===== config.mk =====
export PLATFORM = sky130hd
export DESIGN_NAME = fsw_watchdog
export DESIGN_NICKNAME = d
export VERILOG_FILES = /design/src/hw/fsw_pkg.sv /design/src/hw/fsw_prescaler.sv /design/src/hw/fsw_watchdog.sv
export SDC_FILE = /design/constraint.sdc
export NUM_CORES = 1
export LEC_CHECK = 0
export BUFFER_PORTS_ARGS = -buffer_cell sky130_fd_sc_hd__buf_2
export CAP_MARGIN = 25
export CELL_PAD_IN_SITES_DETAIL_PLACEMENT = 2
export CELL_PAD_IN_SITES_GLOBAL_PLACEMENT = 2
export CORE_MARGIN = 1
export CORE_UTILIZATION = 36
export CTS_CLUSTER_SIZE = 14
export DETAILED_ROUTE_END_ITERATION = 8
export PLACE_DENSITY_LB_ADDON = 0.12
export SLEW_MARGIN = 10
export SYNTH_ARGS = -nofsm -noshare
export SYNTH_HDL_FRONTEND = slang
export SYNTH_HIERARCHICAL = 1
export SYNTH_SLANG_ARGS = --single-unit

===== constraint.sdc =====
create_clock -name ref_clk -period 3.9 [get_ports ref_clk]
set_input_delay 0.975 -clock ref_clk [delete_from_list [all_inputs] [get_ports ref_clk]]
set_output_delay 0.975 -clock ref_clk [all_outputs]
set_load 0.02 [all_outputs]

===== src/hw/fsw_pkg.sv =====
package fsw_pkg;

	// ---------------------------------------------------------------
	// Counter geometry
	// ---------------------------------------------------------------
	localparam int          CNT_W        = 16;
	localparam int          REL_W        = 8;
	localparam int          PRE_W        = 14;
	localparam int          DLY_W        = 8;
	localparam logic [15:0] CNT_ALLONES  = 16'hFFFF;
	localparam logic [15:0] CNT_RST      = 16'h0000;
	localparam logic [7:0]  RELOAD_LOW   = 8'h00;

	// ---------------------------------------------------------------
	// Prescaler: terminal counts for the two ratios (16384 and 256)
	// ---------------------------------------------------------------
	localparam logic [13:0] PRE_TC_LONG  = 14'h3FFF;
	localparam logic [13:0] PRE_TC_SHORT = 14'h00FF;
	localparam logic [13:0] PRE_RST      = 14'h0000;

	// Clock cycles between the prewarning pulse and the reset request
	localparam logic [7:0]  PREWARN_DLY  = 8'h40;
	localparam logic [7:0]  DLY_RST      = 8'h00;

	typedef enum logic [1:0] {
		FSW_WATCH,
		FSW_PREWARN,
		FSW_FAILED
	} fsw_state_t;

endpackage


===== src/hw/fsw_prescaler.sv =====
`timescale 1ns/1ps
module fsw_prescaler
	import fsw_pkg::*;
(
	input  wire logic ref_clk,
	input  wire logic sys_rst,
	input  wire logic clkEn,
	input  wire logic run,
	input  wire logic clear,
	input  wire logic selShort,
	output logic      tick
);

	logic [PRE_W-1:0] preCnt_q;
	logic             tick_q;
	wire logic [13:0] termCount = selShort ? PRE_TC_SHORT : PRE_TC_LONG;
	// Short ratio looks only at the low byte so a ratio change never misses wrap
	wire logic        atTerm    = selShort ? (preCnt_q[7:0] == termCount[7:0])
	                                       : (preCnt_q == termCount);

	// ---------------------------------------------------------------
	// Free divider, cleared by service and by reset
	// ---------------------------------------------------------------
	always_ff @(posedge ref_clk) begin
		if (sys_rst || (clkEn && clear)) begin
			preCnt_q <= PRE_RST;
			tick_q   <= 1'b0;
		end else if (clkEn) begin
			tick_q <= run && atTerm;
			if (run) begin
				preCnt_q <= preCnt_q + 14'h0001;
			end
		end
	end

	assign tick = tick_q;

endmodule


===== src/hw/fsw_watchdog.sv =====
`timescale 1ns/1ps
// Functional notes
// - After reset the watchdog is enabled and counting with no software action.
// - The disable instruction stops the watchdog and the enable instruction restarts it.
// - An overflow first pulses the prewarning interrupt and only later raises the reset request.
// - The counter is 16 bits and advances on the system clock divided by 16384 or 256.
// - A service before an overflow loads the counter from the reload value and clears the prescaler.
module fsw_watchdog
	import fsw_pkg::*;
(
	input  wire logic             ref_clk,
	input  wire logic             sys_rst,
	input  wire logic             clkEn,
	input  wire logic             disableInstr,
	input  wire logic             enableInstr,
	input  wire logic             serviceInstr,
	input  wire logic             prescaleShort,
	input  wire logic [REL_W-1:0] reloadValue,
	output logic                  wdtRunning,
	output logic [CNT_W-1:0]      wdtCount,
	output logic                  prewarnIrq,
	output logic                  resetReq
);

	// ---------------------------------------------------------------
	// State
	// ---------------------------------------------------------------
	fsw_state_t       state_q;
	fsw_state_t       state_d;
	logic             run_q;
	logic             run_d;
	logic [CNT_W-1:0] cnt_q;
	logic [CNT_W-1:0] cnt_d;
	logic [DLY_W-1:0] dly_q;
	logic [DLY_W-1:0] dly_d;
	logic             irq_q;
	logic             irq_d;
	logic             rstReq_q;
	logic             prescTick;

	// ---------------------------------------------------------------
	// Decode
	// ---------------------------------------------------------------
	// Service only counts while watching; once overflowed the failure path is final
	wire logic watching  = (state_q == FSW_WATCH);
	wire logic doService = watching && serviceInstr;
	wire logic advance   = watching && run_q && prescTick && !serviceInstr;
	wire logic overflow  = advance && (cnt_q == CNT_ALLONES);
	wire logic dlyDone   = (state_q == FSW_PREWARN) && (dly_q == DLY_RST);

	// ---------------------------------------------------------------
	// Prescaler
	// ---------------------------------------------------------------
	// Runs only while watching, so the divider stops with the count after overflow
	fsw_prescaler fsw_prescaler_i (
		.ref_clk  (ref_clk),
		.sys_rst  (sys_rst),
		.clkEn    (clkEn),
		.run      (run_q && watching),
		.clear    (doService),
		.selShort (prescaleShort),
		.tick     (prescTick)
	);

	// ---------------------------------------------------------------
	// Next values
	// ---------------------------------------------------------------
	// Enable wins over disable when both arrive, the fail-safe direction
	assign run_d = enableInstr ? 1'b1 : (disableInstr ? 1'b0 : run_q);

	// Counter next value: load, step, or hold
	assign cnt_d = doService ? {reloadValue, RELOAD_LOW}
	             : advance   ? cnt_q + 16'h0001
	             : cnt_q;

	// Prewarning pulse comes from the overflow cycle alone
	assign irq_d = overflow;

	// ---------------------------------------------------------------
	// Failure sequence
	// ---------------------------------------------------------------
	always_comb begin
		state_d = state_q;
		dly_d   = dly_q;
		case (state_q)
			FSW_WATCH: begin
				if (overflow) begin
					state_d = FSW_PREWARN;
					dly_d   = PREWARN_DLY;
				end
			end
			FSW_PREWARN: begin
				if (dlyDone) begin
					state_d = FSW_FAILED;
				end else begin
					dly_d = dly_q - 8'h01;
				end
			end
			FSW_FAILED: begin
				state_d = FSW_FAILED;
			end
			default: begin
				state_d = FSW_WATCH;
			end
		endcase
	end

	// Application reset arms the watchdog at once
	always_ff @(posedge ref_clk) begin
		if (sys_rst) begin
			state_q <= FSW_WATCH;
			run_q   <= 1'b1;
			cnt_q   <= CNT_RST;
			dly_q   <= DLY_RST;
		end else if (clkEn) begin
			state_q <= state_d;
			run_q   <= run_d;
			cnt_q   <= cnt_d;
			dly_q   <= dly_d;
		end
	end

	// Outputs registered; reset request holds until the system resets us
	always_ff @(posedge ref_clk) begin
		if (sys_rst) begin
			irq_q    <= 1'b0;
			rstReq_q <= 1'b0;
		end else if (clkEn) begin
			irq_q    <= irq_d;
			rstReq_q <= rstReq_q || dlyDone;
		end
	end

	// ---------------------------------------------------------------
	// Outputs
	// ---------------------------------------------------------------
	// Every output is a register, no logic between flop and port
	assign wdtRunning = run_q;
	assign wdtCount   = cnt_q;
	assign prewarnIrq = irq_q;
	assign resetReq   = rstReq_q;

	// ---------------------------------------------------------------
	// Check helper: enabled cycles spent waiting after the prewarning
	// ---------------------------------------------------------------
	// Kept apart from dly_q so the spacing check does not reuse what it checks
	logic [DLY_W-1:0] sinceIrq_q;

	always_ff @(posedge ref_clk) begin
		if (sys_rst || (clkEn && irq_q)) begin
			sinceIrq_q <= DLY_RST;
		end else if (clkEn && (state_q == FSW_PREWARN)) begin
			sinceIrq_q <= sinceIrq_q + 8'h01;
		end
	end
endmodule


==> reports/results.ini, run 1 <==
[routing]
firstDrtPassIters=4
ant_nets=0
drtIter0Drc=86
routed_wl_mm=6.55
drc=0
viasPerCell=5.63
avgRoutedWirePerCell_um=16.7
vias=2214

[global_route]
grt_remaining_overflow=0
grt_pass1_wl_mm=11.0
grt_pass1_vias=2209
grt_max_degree=25
grt_usage_pct=19.9
antenna_found_initial=0

[clock_network]
cts_setup_buffers=0
cts-root-buf=clkbuf_8
postCtsResizedCells=0
cts_hold_buf=0
cts_tree=built
cts_buffer_depth=2
clk_latency_ns=0.31
h-tree-depth=2
cts.sinks=44
cts_made_buffers=5
cts.reportedPaths.clkPinSlew_ns=0.09

[sta]
rsz0062_at_grt=false
min_period_over_period_pct=64.3
tightest_slew_ns=0.926
tns_ns=0
slew_viol_final=0
period_minus_slack_ns=2.51
hold_violations=0
hold_ws_ns=0.487
max_freq_ghz=0.399
setup_viol=0
finClkSkew_ns=0.0116
relSlewSlack_pct=37.8

[floorplan]
io_pins=34
die-area_um2=6860
die_h_um=82.8
start_util_pct=37.2
die_w_um=82.8
rows=29
coreArea_um2=6310

[pwr]
power.density_nw_per_um2=304
p_leak_nw=0.982
vdd_drop_max_uv=152

[setup_path]
cp_slowest_cell=or4_1
critPathKind=input port to flop
rrSetupSlack_ns=1.51
crit_arrival_ns=2.75
cp_max_fo=15
startpoint_type=input port
crit_path_cell_trace=buf_2 > nand4_2 > nor3b_1 > a22oi_2 > or4_1 > a31oi_1
endpoint_kind=flop
worstPathBufferInverterCount=1
critPathTopFamily=simple AND/OR/NAND/NOR gates
cpPeakStageDelay_ns=0.51
crit_required_ns=4.14

[synth]
synth_cells=289
synth_seq_area_share_pct=37.5
yosysTopAreaCell=dfxtp_1
yosysTopAreaCellShare_pct=37.5
synth_edf_count=0
async_reset_ff_share_pct=0
syn_area_um2=2350
syn-num-nets=311
synthFlopType=dfxtp_1
synth_area_per_cell_um2=8.13
ys_warn_count=6
ys_types=52
synth_area_leaders=dfxtp_1 (37%), nor2_1 (5.6%), a21oi_1 (4.7%)
synth_seq_cells=44

[placed_design]
port_buffers=33
dpl.hpwl_mm=4.82
gp_congestion=0.730

[finish]
n_antenna_cell=0
layout-drive-gt1-share_pct=16.1
synthToLayoutAreaGrowth_pct=12.0
fillers=769
mostFrequentLayoutCells=dfxtp_1 (44), nor2_1 (35), buf_2 (33)
nets=338
final_common_cell=dfxtp_1

[status]
status=complete, no violations

[worst_hold_path]
hold_path_class=flop to flop

[flow_run]
max_cap_viol_count=0

[per-stage QoR]
stage	utilization, %	cell area, um^2	cells	total power (W)	setup WS [ns]
CTS	41.7	2630	393	0.000815	1.39
global route	41.7	2630	393	0.000836	1.18
floorplan	-	2350	289	0.000508	1.47
detailed placement	40.5	2550	386	0.000532	1.07
global placement	40.5	2550	386	0.000530	1.20
finish	41.7	2630	393	0.000801	1.39
[logic make-up (layout without fill, tap and decap cells)]
kind of cell,count (synthesis),in the layout,share of synthesized area (%)
simple gates,125,125,29.0
xor+xnor,17,17,6.33
flops,44,44,37.5
mux,2,2,0.852
compound gates,67,67,17.9
fa+ha+maj,7,7,3.73
buf+inv,27,54,4.68
[final cells by class]
type / instances / area (um^2) / area share (%)
Inverter: 14 / 52.6 / 2.00
Multi-Input combinational cell: 218 / 1360 / 51.7
Timing Repair Buffer: 33 / 165 / 6.27
Sequential cell: 44 / 881 / 33.5
Clock buffer: 6 / 72.6 / 2.76
Clock inverter: 1 / 5.00 / 0.190
Tap cell: 77 / 96.3 / 3.66
[worst reg2reg max path: cells and delay by family (launching register included)]
kind / cells / cell delay, ns
buf+inv: 1 / 0.09
compound gates: 2 / 0.39
flops: 1 / 0.34
fa+ha+maj: 1 / 0.35
simple gates: 3 / 1.16
[final timing paths]
check,start,endpoint,cells after the start
max,clkEn,dly_q[7],6
min,state_q[1],state_q[1],2
max reg2reg,state_q[0],dly_q[7],7
min reg2reg,state_q[1],state_q[1],2
[registers in the layout, summed over array words and instances (netlist names)]
| register | count |
|---|---|
| wdtRunning | 1 |
| dly_q | 8 |
| prewarnIrq | 1 |
| fsw_prescaler_i/preCnt_q | 14 |
| resetReq | 1 |
| fsw_prescaler_i/tick | 1 |
| wdtCount | 16 |
| state_q | 2 |
[Yosys cell counts, types with 5 or more instances]
master / n
a21o_1: 5
a21oi_1: 22
a31oi_1: 7
and3_1: 6
clkbuf_1: 7
dfxtp_1: 44
ha_1: 7
inv_1: 14
nand2_1: 22
nand3_1: 13
nand4_1: 7
nor2_1: 35
nor3_1: 13
o21ai_0: 15
xnor2_1: 11
xor2_1: 6
[report_power, final]
part | switching, W | internal, W
clock network | 0.000159 | 0.000122
logic | 0.0000381 | 0.0000199
registers | 0.00000736 | 0.000454
total | 0.000204 | 0.000596
[layer usage]
metal | global-route usage, % | part of all wire, % | vias to the layer above
met4 | 5.64 | 1.2 | 0
met3 | 3.38 | 2.7 | 7
met5 | 0 | 0 | -
met2 | 35.1 | 50 | 23
met1 | 25.0 | 46 | 1099
li1 | - | - | 1085
No activity file was read; power rests on OpenSTA's default activity.
==> run 2, diff against run 1 <==
- CORE_UTILIZATION: 36 -> 33
- clock period: 3.9 -> 2.31 ns (I/O delays scaled with it)
==> run 2 against run 1 <==
Compared with the run above: setup slack worse by 1.2 ns; total power is 85% higher; design area is 6.4% higher; die area is 8.9% higher; via count is 1.7% higher; sequential cell count stayed put; critical path depth is 2 higher; sequential power is 69% higher; global-route usage is 0.21 points lower; clock-buffer cell count stayed put; critical endpoint is now dly_q[3]; largest cell class unchanged; largest power group unchanged; highest routed layer unchanged.
==> reports/results.ini, run 2 (synthesis results as in run 1) <==
[setup_path]
cp_max_fo=5
worstPathBufferInverterCount=2
critPathKind=flop to flop
cp_slowest_cell=nor4b_4
path_depth=8
cpPeakStageDelay_ns=0.41
crit_path_frequent_cell=buf_4
r2r_end=dly_q[3]
crit_start=wdtCount[0]
r2r_cells=8
crit_required_ns=2.54
crit_path_cell_trace=ha_2 > nand3_1 > nor4b_4 > buf_4 > a22o_1 > buf_4 > nand4b_1 > a21oi_1
crit_arrival_ns=2.38
r2r_start=wdtCount[0]
endpoint_kind=flop
critPathTopFamily=simple AND/OR/NAND/NOR gates
rrSetupSlack_ns=0.16
startpoint_type=flop

[clock_network]
cts-root-buf=clkbuf_8
cts.reportedPaths.clkPinSlew_ns=0.09
clk_latency_ns=0.30
cts_made_buffers=5
h-tree-depth=2
cts_buffer_depth=2
cts_tree=built
cts_hold_buf=0
cts.sinks=44

[flow_run]
max_cap_viol_count=0

[sta]
relSlewSlack_pct=69.2
max_freq_ghz=0.466
tns_ns=0
period_minus_slack_ns=2.15
hold_violations=0
finClkSkew_ns=0.00400
slew_viol_final=0
setup_ws_ns=0.162
setup_viol=0
min_period_over_period_pct=93.0
tightest_slew_ns=0.461
hold_ws_ns=0.471

[worst_hold_path]
min_path_cells=2
worstHoldEndpoint=resetReq
hold_path_class=flop to flop
hp-start=resetReq

[floorplan]
die_w_um=86.4
rows=30
start_util_pct=34.4
io_pins=34
die-area_um2=7470
die_h_um=86.4
coreArea_um2=6830

[routing]
firstDrtPassIters=4
drc=0
avgRoutedWirePerCell_um=15.7
vias=2251
drtIter0Drc=60
viasPerCell=5.27
ant_nets=0
routed_wl_mm=6.73

[placed_design]
port_buffers=33
gp_congestion=0.733
dpl.hpwl_mm=5.07
post-place-ws_ns=0.118
post_dp_cell_area_um2=2680

[finish]
largest_reg_flops=16
layout-drive-gt1-share_pct=20.8
fin_area_um2=2800
synthToLayoutAreaGrowth_pct=19.2
nets=352
n_antenna_cell=0
mostFrequentLayoutCells=dfxtp_1 (44), nor2_1 (35), buf_2 (33)
final_common_cell=dfxtp_1
fillers=795

[pwr]
p_comb_share_pct=7.3
p_sw_share_pct=23.8
p_leak_nw=1.06
vdd_drop_max_uv=300
p_clk_share_pct=40.1
p_int_w=0.00113
power.switching_w=0.000352
power_frac_seq_pct=52.6
power.density_nw_per_um2=529
finalPower_w=0.00148

[global_route]
grt_pass1_vias=2370
antenna_found_initial=0
grt_remaining_overflow=0
grt_usage_pct=19.7
grt_max_degree=16
grt_pass1_wl_mm=11.5

[status]
status=complete, no violations

-- run 2: cell types whose count changed in the layout (fill, tap and decap cells not counted) --
| cell | delta |
|---|---|
| nor3b_2 | +1 |
| ha_2 | +2 |
| bufinv_16 | +1 |
| buf_4 | +14 |
| nor3b_1 | -1 |
| ha_1 | -2 |
-- run 2: worst max-delay path by stage --
stage                           to  slack [ns]
final                     dly_q[3]        0.16
after global routing      dly_q[7]       -0.01
after CTS                 dly_q[7]        0.09
after detailed placement  dly_q[7]        0.12
after global placement    dly_q[7]        0.21
after floorplan           dly_q[7]        0.27
-- run 2: per-stage QoR --
step	util (%)	instances
floorplan	-	289
global placement	39.2	418
detailed placement	39.2	418
CTS	40.8	426
global route	41.0	427
finish	41.0	427
-- run 2: timing repair --
action,CTS,global route
endpoints found under the setup margin,0,4
resized for setup,0,3
buffers inserted,0,1
-- run 2: power by group through the flow --
stage	clock (W)	sequential, W	combinational, W
6_report	0.000594	0.000779	0.000108
5_1_grt	0.000654	0.000781	0.000120
4_1_cts	0.000629	0.000780	0.000110
3_5_place_dp	0	0.000797	0.000109
3_3_place_gp	0	0.000797	0.000107
2_1_floorplan	0	0.000803	0.0000557
-- run 2: worst min-delay path, stage by stage (launching register included) --
cell,delay (ns)
dfxtp_1,0.33
a31oi_1,0.04
nor2_1,0.07
-- run 2: layer usage --
layer	up-vias	global-route usage (%)	share of wire, %
li1	1119	-	-
met1	1104	24.6	47
met2	21	35.1	50
met3	7	3.14	1.9
met4	0	5.45	1.1
met5	-	0	0
-- run 2: final cells by class --
type / count / area [um^2] / area share, %
Clock inverter: 2 / 35.0 / 1.25
Clock buffer: 6 / 72.6 / 2.59
Multi-Input combinational cell: 218 / 1370 / 48.9
Inverter: 14 / 52.6 / 1.88
Tap cell: 96 / 120 / 4.29
Sequential cell: 44 / 881 / 31.4
Timing Repair Buffer: 47 / 270 / 9.65
==> run 3, diff against run 2 <==
- CORE_UTILIZATION: 33 -> 35
- CTS_BUF_LIST: default -> sky130_fd_sc_hd__clkbuf_8
==> run 3 against run 2 <==
Compared with the run above: the flow now finishes with violations (design-rule violations); fmax shrank 0.23%; die area down 5.6%; design area is 1.3% lower; clock-buffer cell count rose by 1; routed wire length up 2.7%; setup slack got worse by 0.0050 ns; combinational power hardly changed; sequential cell count is the same; clock skew increased by 0.0062 ns; global-route usage is 1.1 points higher; cell count decreased by 4.4%; hold slack improved by 0.0020 ns.
==> reports/results.ini, run 3 (synthesis results as in run 1) <==
[status]
status=finished with violations
violations=design-rule violations

[finish]
nets=353
synthToLayoutAreaGrowth_pct=17.6
mostFrequentLayoutCells=dfxtp_1 (44), nor2_1 (35), buf_2 (33)
n_antenna_cell=0
largest_reg_flops=16
multi_input_area_um2=1360
final_common_cell=dfxtp_1
ff_latch_area_um2=881
fillers=765
layout-drive-gt1-share_pct=20.2

[global_route]
grt_usage_pct=20.8
antenna_found_initial=0
grt_pass1_vias=2360
grt_remaining_overflow=0
grt_pass1_wl_mm=11.7
grt_max_degree=17

[routing]
vias=2262
viasPerCell=5.54
drc=2
wl_met1_mm=3.16
ant_nets=0
avgRoutedWirePerCell_um=16.9
dr_wl_met3_um=174
dr.max_layer_used=met4
wl_met2_mm=3.46
routed_wl_mm=6.91
firstDrtPassIters=6
drtIter0Drc=65

[floorplan]
io_pins=34
die_h_um=84.0
die-area_um2=7050
die_w_um=84.0
coreArea_um2=6420
rows=29
start_util_pct=36.6

[clock_network]
cts_setup_buffers=0
cts.reportedPaths.clkPinSlew_ns=0.09
cts_hold_buf=0
cts_buffer_depth=2
h-tree-depth=2
cts.sinks=44
postCtsResizedCells=0
cts_made_buffers=5
clk_latency_ns=0.30
cts-root-buf=clkbuf_8
cts_tree=built

[pwr]
p_leak_nw=1.06
finalPower_w=0.00142
vdd_drop_max_uv=228
power.density_nw_per_um2=513

[setup_path]
crit_required_ns=2.55
crit_arrival_ns=2.39
cp_max_fo=9
critPathKind=flop to flop
startpoint_type=flop
endpoint_kind=flop

[sta]
min_period_over_period_pct=93.2
max_freq_ghz=0.465
slew_viol_final=0
hold_violations=0
relSlewSlack_pct=70.3
rsz0062_at_grt=false
tightest_slew_ns=0.445
setup_viol=0
tns_ns=0
period_minus_slack_ns=2.15
finClkSkew_ns=0.0102

[placed_design]
gp_congestion=0.740
dpl.hpwl_mm=5.20
port_buffers=33

[worst_hold_path]
hold_path_class=flop to flop

[flow_run]
max_cap_viol_count=0

==> run 3: cell types whose count changed in the layout (fill, tap and decap cells not counted), sizes merged <==
cell,previous run,this run
buf,47,48
bufinv,1,0
clkinv,1,0
clkbuf,6,7
==> run 3: layer usage <==
metal / global-route usage [%] / vias to the layer above
met4: 7.05 / 0
met1: 25.8 / 1112
li1: - / 1111
met2: 36.2 / 29
met5: 0 / -
met3: 3.76 / 10
==> run 3: final cells by class <==
type / instances / share of cell area, %
clock buffer: 7 / 3.49
inverter: 14 / 1.90
multi-input combinational: 218 / 49.2
sequential: 44 / 31.9
tap: 77 / 3.49
timing repair buffer: 48 / 10.0
==> run 3: path summary, 6_finish.rpt <==
check | from | to | slack, ns | cells after the start
worst max register to register | wdtCount[0] | dly_q[7] | 0.16 | 6
worst min register to register | resetReq | resetReq | 0.47 | 2
worst max-delay path | wdtCount[0] | dly_q[7] | 0.16 | 6
worst min-delay path | resetReq | resetReq | 0.47 | 2
==> run 3: power by group <==
part | internal, W | leakage (nW) | switching [W]
sequential | 0.000767 | 0.355 | 0.0000120
clock | 0.000267 | 0.0503 | 0.000264
combinational | 0.0000403 | 0.659 | 0.0000682
==> run 3: worst max-delay path, stage by stage, from the launching register on <==
cell and delay [ns]:
dfxtp_1 0.39, ha_1 0.25, nand3_1 0.17, nor4b_4 0.40, a22oi_2 0.21, or4_1 0.51
a31oi_1 0.17
==> run 3: metrics by stage <==
step,hold WS [ns],worst slack [ns],utilization [%],instances,instance area (um^2)
after global placement,0.454,0.190,41.5,401,2670
final,0.473,0.157,43.0,408,2760
after global routing,0.508,0.0148,43.0,408,2760
after CTS,0.483,0.141,43.0,408,2760
after detailed placement,0.463,0.110,41.5,401,2670
after floorplan,0.452,0.266,-,289,2350
